--- src/urhd_pkg.sv ---
// Package: register map and field layout of the root hub descriptor bank
package urhd_pkg;

  // ****************************************
  // Register offsets (byte addresses)
  // ****************************************
  localparam logic [7:0] URHD_OFF_DESC_FIRST = 8'h00;
  localparam logic [7:0] URHD_OFF_STATUS     = 8'h04;

  // ****************************************
  // Field positions
  // ****************************************
  localparam int URHD_SETTLE_HI   = 31;
  localparam int URHD_SETTLE_LO   = 24;
  localparam int URHD_NO_OC_BIT   = 12;
  localparam int URHD_OC_MODE_BIT = 11;
  localparam int URHD_COMPND_BIT  = 10;
  localparam int URHD_NO_SW_BIT   = 9;
  localparam int URHD_SW_MODE_BIT = 8;
  localparam int URHD_PORTS_HI    = 7;
  localparam int URHD_PORTS_LO    = 0;

  // ****************************************
  // Reset and fixed values
  // ****************************************
  localparam logic [7:0] URHD_SETTLE_RST  = 8'h00;
  localparam logic       URHD_NO_OC_RST   = 1'b1;
  localparam logic       URHD_OC_MODE_RST = 1'b0;
  localparam logic       URHD_COMPND_VAL  = 1'b0;
  localparam logic       URHD_NO_SW_RST   = 1'b1;
  localparam logic       URHD_SW_MODE_RST = 1'b0;
  localparam logic [7:0] URHD_PORTS_VAL   = 8'h03;

  // ****************************************
  // Timing
  // ****************************************
  localparam int URHD_SETTLE_UNIT_MS = 2;

  // Bus slave states
  typedef enum logic [1:0]
  {
    URHD_IDLE = 2'b01,
    URHD_ACK  = 2'b10
  } urhd_state_e;

endpackage

--- src/urhd_desc_reg.sv ---
// Storage of the writable descriptor fields with byte-lane writes
`timescale 1ns/1ps
module urhd_desc_reg
  import urhd_pkg::*;
(
  // Clock and reset
  input  wire logic        clk,
  input  wire logic        rst_n,
  // Write port
  input  wire logic        wr_en,
  input  wire logic [3:0]  wr_sel,
  input  wire logic [31:0] wr_data,
  // Stored fields
  output logic [7:0]  settle_q,
  output logic        no_oc_q,
  output logic        oc_mode_q,
  output logic        no_sw_q,
  output logic        sw_mode_q
);

  wire lane1_wr = wr_en && wr_sel[1];
  wire lane3_wr = wr_en && wr_sel[3];

  always_ff @(posedge clk or negedge rst_n)
  begin
    if (!rst_n)
    begin
      settle_q  <= URHD_SETTLE_RST;
      no_oc_q   <= URHD_NO_OC_RST;
      oc_mode_q <= URHD_OC_MODE_RST;
      no_sw_q   <= URHD_NO_SW_RST;
      sw_mode_q <= URHD_SW_MODE_RST;
    end
    else
    begin
      if (lane3_wr)
        settle_q <= wr_data[URHD_SETTLE_HI:URHD_SETTLE_LO];
      if (lane1_wr)
      begin
        no_oc_q   <= wr_data[URHD_NO_OC_BIT];
        oc_mode_q <= wr_data[URHD_OC_MODE_BIT];
        no_sw_q   <= wr_data[URHD_NO_SW_BIT];
        sw_mode_q <= wr_data[URHD_SW_MODE_BIT];
      end
    end
  end

endmodule

--- src/urhd_top.sv ---
// Root hub first descriptor register bank on classic Wishbone
//
// The placing of the registers and the Wishbone slave port were chosen for this implementation.
`timescale 1ns/1ps
// Function
// - No-overcurrent flag bit 12 resets to one
// - Overcurrent mode bit 11 resets zero, inert
// - Compound device bit 10 always zero
// - No-switching bit 9 resets to one
// - Software may write the descriptor register
// - Switching mode bit 8 resets zero
// - Port count always reports three
// - Settle delay byte stored, never used
module urhd_top
  import urhd_pkg::*;
(
  // Clock and reset
  input  wire logic        clk,
  input  wire logic        rst_b,
  // Wishbone slave
  input  wire logic        wb_cyc_i,
  input  wire logic        wb_stb_i,
  input  wire logic        wb_we_i,
  input  wire logic [7:0]  wb_adr_i,
  input  wire logic [3:0]  wb_sel_i,
  input  wire logic [31:0] wb_dat_i,
  output logic [31:0] wb_dat_o,
  output logic        wb_ack_o,
  output logic        wb_err_o,
  // Capability levels
  output logic        no_overcurrent_guard,
  output logic        no_supply_switching
);

  // ****************************************
  // Reset release
  // ****************************************
  logic rst_s1_q;
  logic rst_n_q;

  always_ff @(posedge clk or negedge rst_b)
  begin
    if (!rst_b)
    begin
      rst_s1_q <= 1'b0;
      rst_n_q  <= 1'b0;
    end
    else
    begin
      rst_s1_q <= 1'b1;
      rst_n_q  <= rst_s1_q;
    end
  end

  // ****************************************
  // Decode helpers
  // ****************************************
  // One register selected by a byte address
  function automatic logic urhd_adr_hit
  (
    input logic [7:0] adr,
    input logic [7:0] off
  );
    urhd_adr_hit = (adr == off);
  endfunction

  // Descriptor fields packed at their bit positions
  function automatic logic [31:0] urhd_pack_desc
  (
    input logic [7:0] settle,
    input logic       no_oc,
    input logic       oc_mode,
    input logic       no_sw,
    input logic       sw_mode
  );
    logic [31:0] word;
    word                                = 32'h0000_0000;
    word[URHD_SETTLE_HI:URHD_SETTLE_LO] = settle;
    word[URHD_NO_OC_BIT]                = no_oc;
    word[URHD_OC_MODE_BIT]              = oc_mode;
    word[URHD_COMPND_BIT]               = URHD_COMPND_VAL;
    word[URHD_NO_SW_BIT]                = no_sw;
    word[URHD_SW_MODE_BIT]              = sw_mode;
    word[URHD_PORTS_HI:URHD_PORTS_LO]   = URHD_PORTS_VAL;
    urhd_pack_desc = word;
  endfunction

  // Status view: capability levels in the low bits
  function automatic logic [31:0] urhd_pack_stat
  (
    input logic no_oc,
    input logic no_sw
  );
    urhd_pack_stat = {30'h0000_0000, no_sw, no_oc};
  endfunction

  // ****************************************
  // Bus decode
  // ****************************************
  urhd_state_e state_q;
  urhd_state_e state_d;

  logic [7:0]  settle_q;
  logic        no_oc_q;
  logic        oc_mode_q;
  logic        no_sw_q;
  logic        sw_mode_q;

  wire         req      = wb_cyc_i && wb_stb_i && (state_q == URHD_IDLE);
  wire         hit_desc = urhd_adr_hit(wb_adr_i, URHD_OFF_DESC_FIRST);
  wire         hit_stat = urhd_adr_hit(wb_adr_i, URHD_OFF_STATUS);
  wire         hit      = hit_desc || hit_stat;
  wire         desc_wr  = req && wb_we_i && hit_desc;
  wire         rd_req   = req && !wb_we_i;

  // ****************************************
  // Read path
  // ****************************************
  // whole word assembled
  wire  [31:0] desc_word = urhd_pack_desc(settle_q, no_oc_q, oc_mode_q,
                                          no_sw_q, sw_mode_q);
  wire  [31:0] stat_word = urhd_pack_stat(no_oc_q, no_sw_q);
  wire  [31:0] rd_word   = hit_desc ? desc_word :
                           hit_stat ? stat_word : 32'h0000_0000;

  // Answer and read data, zero outside a taken request
  wire  [31:0] dat_d     = rd_req ? rd_word : 32'h0000_0000;
  wire         ack_d     = req && hit;
  wire         err_d     = req && !hit;

  // ****************************************
  // Next state
  // ****************************************
  always_comb
  begin
    state_d = state_q;
    unique case (state_q)
      URHD_IDLE: if (wb_cyc_i && wb_stb_i) state_d = URHD_ACK;
      URHD_ACK:  state_d = URHD_IDLE;
      default:   state_d = URHD_IDLE;
    endcase
  end

  // ****************************************
  // Writable fields
  // ****************************************
  // software writes taken
  urhd_desc_reg u_desc
  (
    .clk       (clk),
    .rst_n     (rst_n_q),
    .wr_en     (desc_wr),
    .wr_sel    (wb_sel_i),
    .wr_data   (wb_dat_i),
    .settle_q  (settle_q),
    .no_oc_q   (no_oc_q),
    .oc_mode_q (oc_mode_q),
    .no_sw_q   (no_sw_q),
    .sw_mode_q (sw_mode_q)
  );

  // ****************************************
  // Bus state
  // ****************************************
  always_ff @(posedge clk or negedge rst_n_q)
  begin
    if (!rst_n_q)
      state_q <= URHD_IDLE;
    else
      state_q <= state_d;
  end

  // ****************************************
  // Answer registers
  // ****************************************
  always_ff @(posedge clk or negedge rst_n_q)
  begin
    if (!rst_n_q)
    begin
      wb_ack_o <= 1'b0;
      wb_err_o <= 1'b0;
    end
    else
    begin
      wb_ack_o <= ack_d;
      wb_err_o <= err_d;
    end
  end

  // ****************************************
  // Read data register
  // ****************************************
  always_ff @(posedge clk or negedge rst_n_q)
  begin
    if (!rst_n_q)
      wb_dat_o <= 32'h0000_0000;
    else
      wb_dat_o <= dat_d;
  end

  // ****************************************
  // Capability levels
  // ****************************************
  // levels follow stored flags
  always_ff @(posedge clk or negedge rst_n_q)
  begin
    if (!rst_n_q)
    begin
      no_overcurrent_guard <= URHD_NO_OC_RST;
      no_supply_switching  <= URHD_NO_SW_RST;
    end
    else
    begin
      no_overcurrent_guard <= no_oc_q;
      no_supply_switching  <= no_sw_q;
    end
  end

endmodule

--- config.mk ---
export PLATFORM = sky130hd
export DESIGN_NAME = urhd_top
export DESIGN_NICKNAME = d
export VERILOG_FILES = /design/src/urhd_pkg.sv /design/src/urhd_desc_reg.sv /design/src/urhd_top.sv
export SDC_FILE = /design/constraint.sdc
export NUM_CORES = 1
export LEC_CHECK = 0
export ABC_AREA = 1
export ABC_CLOCK_PERIOD_IN_PS = 3100
export BUFFER_PORTS_ARGS = -buffer_cell sky130_fd_sc_hd__buf_2
export CORE_MARGIN = 2
export CORE_UTILIZATION = 45
export DETAILED_ROUTE_END_ITERATION = 12
export GPL_ROUTABILITY_DRIVEN = 0
export PLACE_DENSITY = 0.87
export REMOVE_ABC_BUFFERS = 1
export SYNTH_ARGS = -nofsm -noshare
export SYNTH_HDL_FRONTEND = slang
export SYNTH_SLANG_ARGS = --single-unit
--- constraint.sdc ---
create_clock -name clk -period 3.1 [get_ports clk]
set_input_delay 0.31 -clock clk [delete_from_list [all_inputs] [get_ports clk]]
set_output_delay 0.31 -clock clk [all_outputs]
set_load 0.02 [all_outputs]
* After elaboration in Yosys (flattened, before gate mapping) *
Cells that the tools add are included.

cells by class
  reduce and logical (&&, ||, !) cells = 13
  multiplexer cells = 5
  equal/unequal tests = 3

operator list
  cell                                                    count
  two-way mux 32 bit                                      2
  logical AND 1 bit                                       9
  equality test 8 x 3 -> 1 bit (second input constant)    1
  zero test 8 bit                                         1
  two-way mux 2 bit                                       3
  equality test 2 x 1 -> 1 bit (second input constant)    1
  zero test 1 bit                                         2
  inequality test 2 x 1 -> 1 bit (second input constant)  1
  logical OR 1 bit                                        1

word-level totals
  logic and storage cells = 34
  output and inout bits = 36
  bits of input ports = 49
  flip-flop bits (word level) = 52

* Logic depth before layout (Yosys ltp) *
Gate-level depths: netlist (run 1).

  depth after elaboration = 5
  gate-level depth with buffers = 6
  gate-level depth less buffers = 6

* Hierarchy *
From an unflattened synthesis (run 1), not the netlist that was laid out.

second synthesis, totals
  cell total of the unflattened synthesis = 149
  area total of the unflattened synthesis = 1450.1 µm²

modules (own cells, without submodules)
  module         times used  cells each  seq. area each (µm²)  area an instance (µm²)
  urhd_top       1           97          554.3                 970.9
  urhd_desc_reg  1           52          302.8                 479.2

* Worst setup path after synthesis (run 1) *
OpenSTA, ideal clock, no wires.

  path type = reg-to-reg
  start = register state_q[0]
  end = register u_desc.oc_mode_q
  setup time = 117 ps
  path slack = 1893 ps
  arrival time = 1090 ps
  clock period less this slack = 1207 ps
  stages on the path, launching flop included = 6
  cells stage by stage = dfstp_2 > nand4_4 > nor2_4 > nand3_1 > nand2_1 > nand2_1

between the ends
  longest elaborated chain between the ends = 5

ends and longest elaborated chain
  item                             RTL line             text
  start: declaration               urhd_top.sv:100      urhd_state_e state_q;
  start signal: assignment         urhd_top.sv:170      state_q <= state_d;
  equality test 2 x 1 -> 1 bit     urhd_top.sv:109      wire req = wb_cyc_i && wb_stb_i && (state_q == URHD_IDLE);
  logical AND 1 bit                urhd_top.sv:109
  logical AND 1 bit (2 in series)  urhd_top.sv:113      wire desc_wr = req && wb_we_i && hit_desc;
  logical AND 1 bit                urhd_desc_reg.sv:21  wire lane1_wr = wr_en && wr_sel[1];
  end signal: assignment           urhd_desc_reg.sv:41  oc_mode_q <= wr_data[URHD_OC_MODE_BIT];
  end: declaration                 urhd_desc_reg.sv:16  output logic oc_mode_q,

Every way passes these cells.
A chain may end at the register's enable or synchronous reset.

* Final worst setup path (run 1) *
Ends and elaborated chain as after synthesis.

==> flow_summary.toml, run 1 <==
[hold_path]
hold_path_startpoint = "wb_adr_i[3]"
hold_class = "input pin to register"
worstHoldPathCells = 2
min_to = "wb_ack_o"

[routing]
antenna_left = 0
wl_per_cell_um = 10.66
firstDrtPassIters = 4
drt-initial-drc-count = 21
vias = 1037
drt_wl_total_um = 2516
vias_per_cell = 4.394
drc = 0

[synthesis]
yosys-top-cells-area = "dfrtp_1, buf_4, nand2_1"
netlist.top_cell.by_area = "dfrtp_1"
yosysTopAreaCellShare_pct = 48.45
ys_seq_area_share_pct = 57.23
yosysWarnings = 0
ys_ff_latch = 34
synth_area_per_cell_um2 = 10.40
ys_types = 19
syn_area_mm2 = 0.001498
synthCells = 144

[pwr]
finalPower_uw = 764.3
p_leak_uw = 0.0009350
ir_worst_vdd_mv = 0.1724
p_per_area_mw_per_mm2 = 441.7

[finish]
final_common_cell = "buf_2"
layout.nets = 240
drive_above_1_share_pct = 40.63
fin_util_pct = 55.77
syn2layout_area_growth_pct = 15.54
n_fill_cell = 302
n_antenna_cell = 0
layout_common_cells = "buf_2, nand2_1, dfrtp_1, conb_1, nor2_2"
regArea_um2 = 857.1
multiInputGateArea_um2 = 501.7

[grt]
grt_usage_pct = 14.65
grt_overflow = 0
grt_pass1_vias = 938
grt_pass1_wl_um = 3919
antenna_found_initial = 0
grt_max_degree = 33

[die]
coreArea_mm2 = 0.003103
start_util_pct = 48.27
die_x_um = 61.69
die_area_mm2 = 0.003806
die_h_um = 61.69
ios = 85
fp-row-count = 20

[critical_path]
crit_arrival_ns = 1.74
r2r_start = "state_q[0]"
timing.rr.end = "u_desc.oc_mode_q"
r2r_slack_ns = 1.59
path_max_fanout = 14
crit_family = "simple AND/OR/NAND/NOR gates"
cpPeakStageDelay_ns = 0.55
end_kind = "register"
cp.buffers_inverters = 0
cp_cell_sequence = "nand4_4 > nor2_4 > nand3_1 > nand2_1 > nand2_1"
start_kind = "register"
cp.required_ns = 3.33
cp_common_cell = "nand2_1"
reg2reg_depth = 5
path_class = "register to register"
worst_path_max_delay_cell = "dfstp_2"

[sta]
drv_slew = 0
rsz0062_at_grt = "no"
min_period_over_period_pct = 48.63
fin_ws_ns = 1.593
finClkSkew_ns = 0.008924
fin_hold_ws_ns = 0.1672
finalSetupTns_ns = 0
min_period_ns = 1.507
setup_viol = 0
fmax_mhz = 663.4
hold_viol = 0

[clock_tree]
cts_root_buf = "clkbuf_4"
cts-resized-gates = 0
cts-hold-fix-buffers = 1
cts_sinks = 34
cts_tree = "built"
insertion_delay_ns = 0.33
post_cts_buffers = 0
h-tree-depth = 2
cts_made_buffers = 5
clk_path_buf_depth = 2
path_clk_slew_ns = 0.10

[place]
io_buffers = 44
place_ws_ns = 1.589
dp_hpwl_um = 1872

[flow_run]
maxCapViolations = 0

[status]
status = "complete, no violations"
-- flip-flops by register name, indices dropped and copies added, names as in the netlist --
signal,flops
no_overcurrent_guard,1
no_supply_switching,1
rst_n_q,1
rst_s1_q,1
state_q,2
u_desc.no_oc_q,1
u_desc.no_sw_q,1
u_desc.oc_mode_q,1
u_desc.settle_q,8
u_desc.sw_mode_q,1
wb_ack_o,1
wb_dat_o,14
wb_err_o,1
-- cell type report --
type	instances	area share, %
Timing Repair Buffer	46	13.74
Multi-Input combinational cell	99	28.99
Clock buffer	7	3.181
Sequential cell	34	49.53
Clock inverter	1	0.2892
Tap cell	44	3.181
Inverter	5	1.085
-- kinds of logic after synthesis --
family | after synthesis | synth area share, %
simple gates | 80 | 28.74
flops | 34 | 57.23
other cells | 2 | 0.5014
buf+inv | 28 | 13.53
-- worst reg2reg max path, delay by kind of cell, from the launching register on --
kind / cells / cell delay (ns)
and+or+nand+nor: 5 / 0.86
DFF: 1 / 0.55
-- power by group --
part | total, uW | switching (uW) | internal, uW | leakage (uW)
registers | 451 | 1.98 | 449 | 0.000451
clock network | 245 | 135 | 110 | 0.0000353
logic | 68.6 | 50.2 | 18.5 | 0.000449
-- through the flow --
stage,instances,cell area [um^2]
after global placement,227,1660
after global routing,236,1730
after floorplan,138,1378
final,236,1730
after detailed placement,227,1660
after CTS,236,1730
-- per-layer routing --
layer / routed length [um] / global-route usage, % / vias up / share of wire (%)
met3: 118 / 4.555 / 4 / 4.7
met5: 0 / 0 / - / 0
li1: - / - / 516 / -
met2: 1350 / 26.47 / 31 / 54
met1: 1011 / 15.29 / 486 / 40
met4: 36 / 7.295 / 0 / 1.4
-- Yosys cell counts --
library cell / instances
nor2_1: 8
dfrtp_1: 29
buf_4: 20
nor2_8: 1
buf_6: 3
nor4_1: 1
nand2_1: 37
nor2_2: 14
nand3_1: 1
nor2_4: 1
nand4_4: 1
nor3_1: 1
nand4_1: 12
nand2_2: 2
inv_2: 1
conb_1: 2
inv_1: 4
dfstp_2: 5
nand3_4: 1
-- worst max-delay path by stage --
| stage | from | endpoint | slack (ns) | depth (start not counted) |
|---|---|---|---|---|
| 2_1_floorplan | state_q[0] | u_desc.oc_mode_q | 1.78 | 5 |
| 3_3_place_gp | state_q[0] | u_desc.sw_mode_q | 1.62 | 5 |
| 3_5_place_dp | state_q[0] | u_desc.oc_mode_q | 1.59 | 5 |
| 4_1_cts | state_q[0] | u_desc.oc_mode_q | 1.58 | 5 |
| 5_1_grt | state_q[0] | u_desc.sw_mode_q | 1.48 | 5 |
| 6_report | state_q[0] | u_desc.oc_mode_q | 1.59 | 5 |
Power figures use the tool's default switching activity.
==> inputs of run 2 (changes only) <==
--- a/config.mk
+++ b/config.mk
@@ -6,13 +6,13 @@
 export NUM_CORES = 1
 export LEC_CHECK = 0
 export ABC_AREA = 1
-export ABC_CLOCK_PERIOD_IN_PS = 3100
+export ABC_CLOCK_PERIOD_IN_PS = 1250
 export BUFFER_PORTS_ARGS = -buffer_cell sky130_fd_sc_hd__buf_2
 export CORE_MARGIN = 2
-export CORE_UTILIZATION = 45
+export CORE_UTILIZATION = 39
 export DETAILED_ROUTE_END_ITERATION = 12
 export GPL_ROUTABILITY_DRIVEN = 0
-export PLACE_DENSITY = 0.87
+export PLACE_DENSITY = 0.8
 export REMOVE_ABC_BUFFERS = 1
 export SYNTH_ARGS = -nofsm -noshare
 export SYNTH_HDL_FRONTEND = slang
==> constraint.sdc (replaced) <==
create_clock -name clk -period 1.25 [get_ports clk]
set_input_delay 0.125 -clock clk [delete_from_list [all_inputs] [get_ports clk]]
set_output_delay 0.125 -clock clk [all_outputs]
set_load 0.02 [all_outputs]
==> run 2 against run 1 <==
Clock skew fell by 0.0070 ns. Core utilization is 5.1 points lower. Global-route usage is 0.64 points lower. Via count increased by 3.0%. Worst setup slack got worse by 1.6 ns. Critical path depth is the same. Fmax grew 23%. Non-clock buffer count is 8 higher. Sequential power is 150% higher. Critical path type unchanged. Highest routed layer unchanged.
==> flow_summary.toml, run 2 (synthesized netlist as in run 1, its figures left out) <==
[grt]
grt_max_degree = 17
grt_pass1_vias = 1011
use_met2_pct = 24.12
grt_pass1_wl_um = 4533
met1_usage_pct = 16.12
grt_overflow = 0
grt_use_met3_pct = 4.089
grt_usage_pct = 14.01
antenna_found_initial = 0
grt.busiest_layer = "met2"

[clock_tree]
cts_tree = "built"
insertion_delay_ns = 0.28
h-tree-depth = 2
cts_made_buffers = 5
cts_root_buf = "clkbuf_8"
path_clk_slew_ns = 0.06
cts_sinks = 34
clk_path_buf_depth = 2

[finish]
layout.nets = 248
multiInputGateArea_um2 = 523.0
syn2layout_area_growth_pct = 24.81
drive_above_1_share_pct = 45.00
layout_common_cells = "buf_2, nand2_1, dfrtp_1, conb_1, nor2_2"
regArea_um2 = 857.1
top_register = "wb_dat_o"
n_antenna_cell = 0
fin_util_pct = 50.68
largest_reg_flops = 14
top_regs = "wb_dat_o x14, u_desc.settle_q x8, state_q x2"
final_common_cell = "buf_2"
n_fill_cell = 363
final_cell_count_no_fill = 248

[routing]
drt-initial-drc-count = 111
drc = 0
firstDrtPassIters = 4
vias = 1068
drt_wl_total_um = 2602
antenna_left = 0
vias_per_cell = 4.306
wl_per_cell_um = 10.49

[pwr]
intPower_uw = 1618
p_per_area_mw_per_mm2 = 1140
switching_share_pct = 24.04
seqPwrFrac_pct = 52.6
p_leak_uw = 0.0009954
p_sw_uw = 512.1
finalPower_uw = 2130
ir_worst_vdd_mv = 0.4407
pwr-share-clk_pct = 38.4
pwr-share-comb_pct = 9.0

[sta]
setup_viol = 0
finClkSkew_ns = 0.001914
min_period_ns = 1.222
drv_slew = 0
hold_viol = 0
fmax_mhz = 818.1
min_period_over_period_pct = 97.79
rsz0062_at_grt = "yes"

[critical_path]
cpPeakStageDelay_ns = 0.54
path_max_fanout = 8
reg2reg_depth = 5
worst_path_max_delay_cell = "dfstp_2"
crit_arrival_ns = 1.40
crit_family = "simple AND/OR/NAND/NOR gates"
end_kind = "register"
path_class = "register to register"
cp.buffers_inverters = 0
cp.depth = 5
cp_common_cell = "nand2_1"
cp_cell_sequence = "nand4_4 > nor2_4 > nand3_4 > nand2_1 > nand2_1"
start_kind = "register"
cp.required_ns = 1.43

[die]
die_x_um = 65.97
die_area_mm2 = 0.004352
coreArea_mm2 = 0.003689
fp-row-count = 22
start_util_pct = 40.60
ios = 85
die_h_um = 65.97

[hold_path]
hold_class = "input pin to register"
worstHoldPathCells = 2

[place]
dp_cells = 238
dp_hpwl_um = 1953
io_buffers = 44

[status]
status = "complete, no violations"

[flow_run]
maxCapViolations = 0
run 2: routing by layer:
metal  share of wire, %  vias up
met5                  0        -
met4                2.2        0
met2                 53       43
met1                 38      492
li1                   -      526
met3                6.5        7
run 2: what timing repair did:
action	CTS	global route
setup buffers	1	0
hold buffers	1	0
hold endpoints to repair	2	0
resized for setup	4	4
cloned	0	0
endpoints found under the setup margin	22	17
pin swaps	3	2
run 2: through the flow:
step           cell area, um^2  worst slack [ns]  hold WS, ns   TNS (ns)
2_1_floorplan             1378          -0.07333      -0.1706    -0.4829
3_3_place_gp              1730         -0.004497     -0.08372  -0.004497
3_5_place_dp              1730          -0.03199     -0.08546    -0.2830
4_1_cts                   1856          0.009019      0.02410          0
5_1_grt                   1869          -0.07291      0.03050    -0.5562
6_report                  1869           0.02759      0.03010          0
run 2: power by group through the flow:
stage | Sequential, uW | Clock [uW] | Combinational [uW]
floorplan | 1160 | 0 | 82.8
global placement | 1140 | 0 | 180
detailed placement | 1140 | 0 | 182
CTS | 1120 | 830 | 191
global route | 1120 | 898 | 210
finish | 1120 | 818 | 192
run 2: final timing paths:
check                      slack (ns)   startpoint            endpoint
min in group asynchronous        0.14        rst_b            rst_s1_q
hold reg to reg                  0.20      rst_n_q        wb_dat_o[11]
max in group asynchronous        0.80      rst_n_q          state_q[0]
hold / removal                   0.03  wb_adr_i[3]            wb_ack_o
setup / recovery                 0.03   state_q[0]  u_desc.settle_q[1]
setup reg to reg                 0.03   state_q[0]  u_desc.settle_q[1]
run 2: area by class of cell:
type | instances | area share [%]
clock buffers | 7 | 4.618
well taps | 48 | 3.213
flip-flops and latches | 34 | 45.85
repair buffers | 54 | 16.80
inverters | 5 | 1.272
multi-input cells | 99 | 27.98
clock inverters | 1 | 0.2677
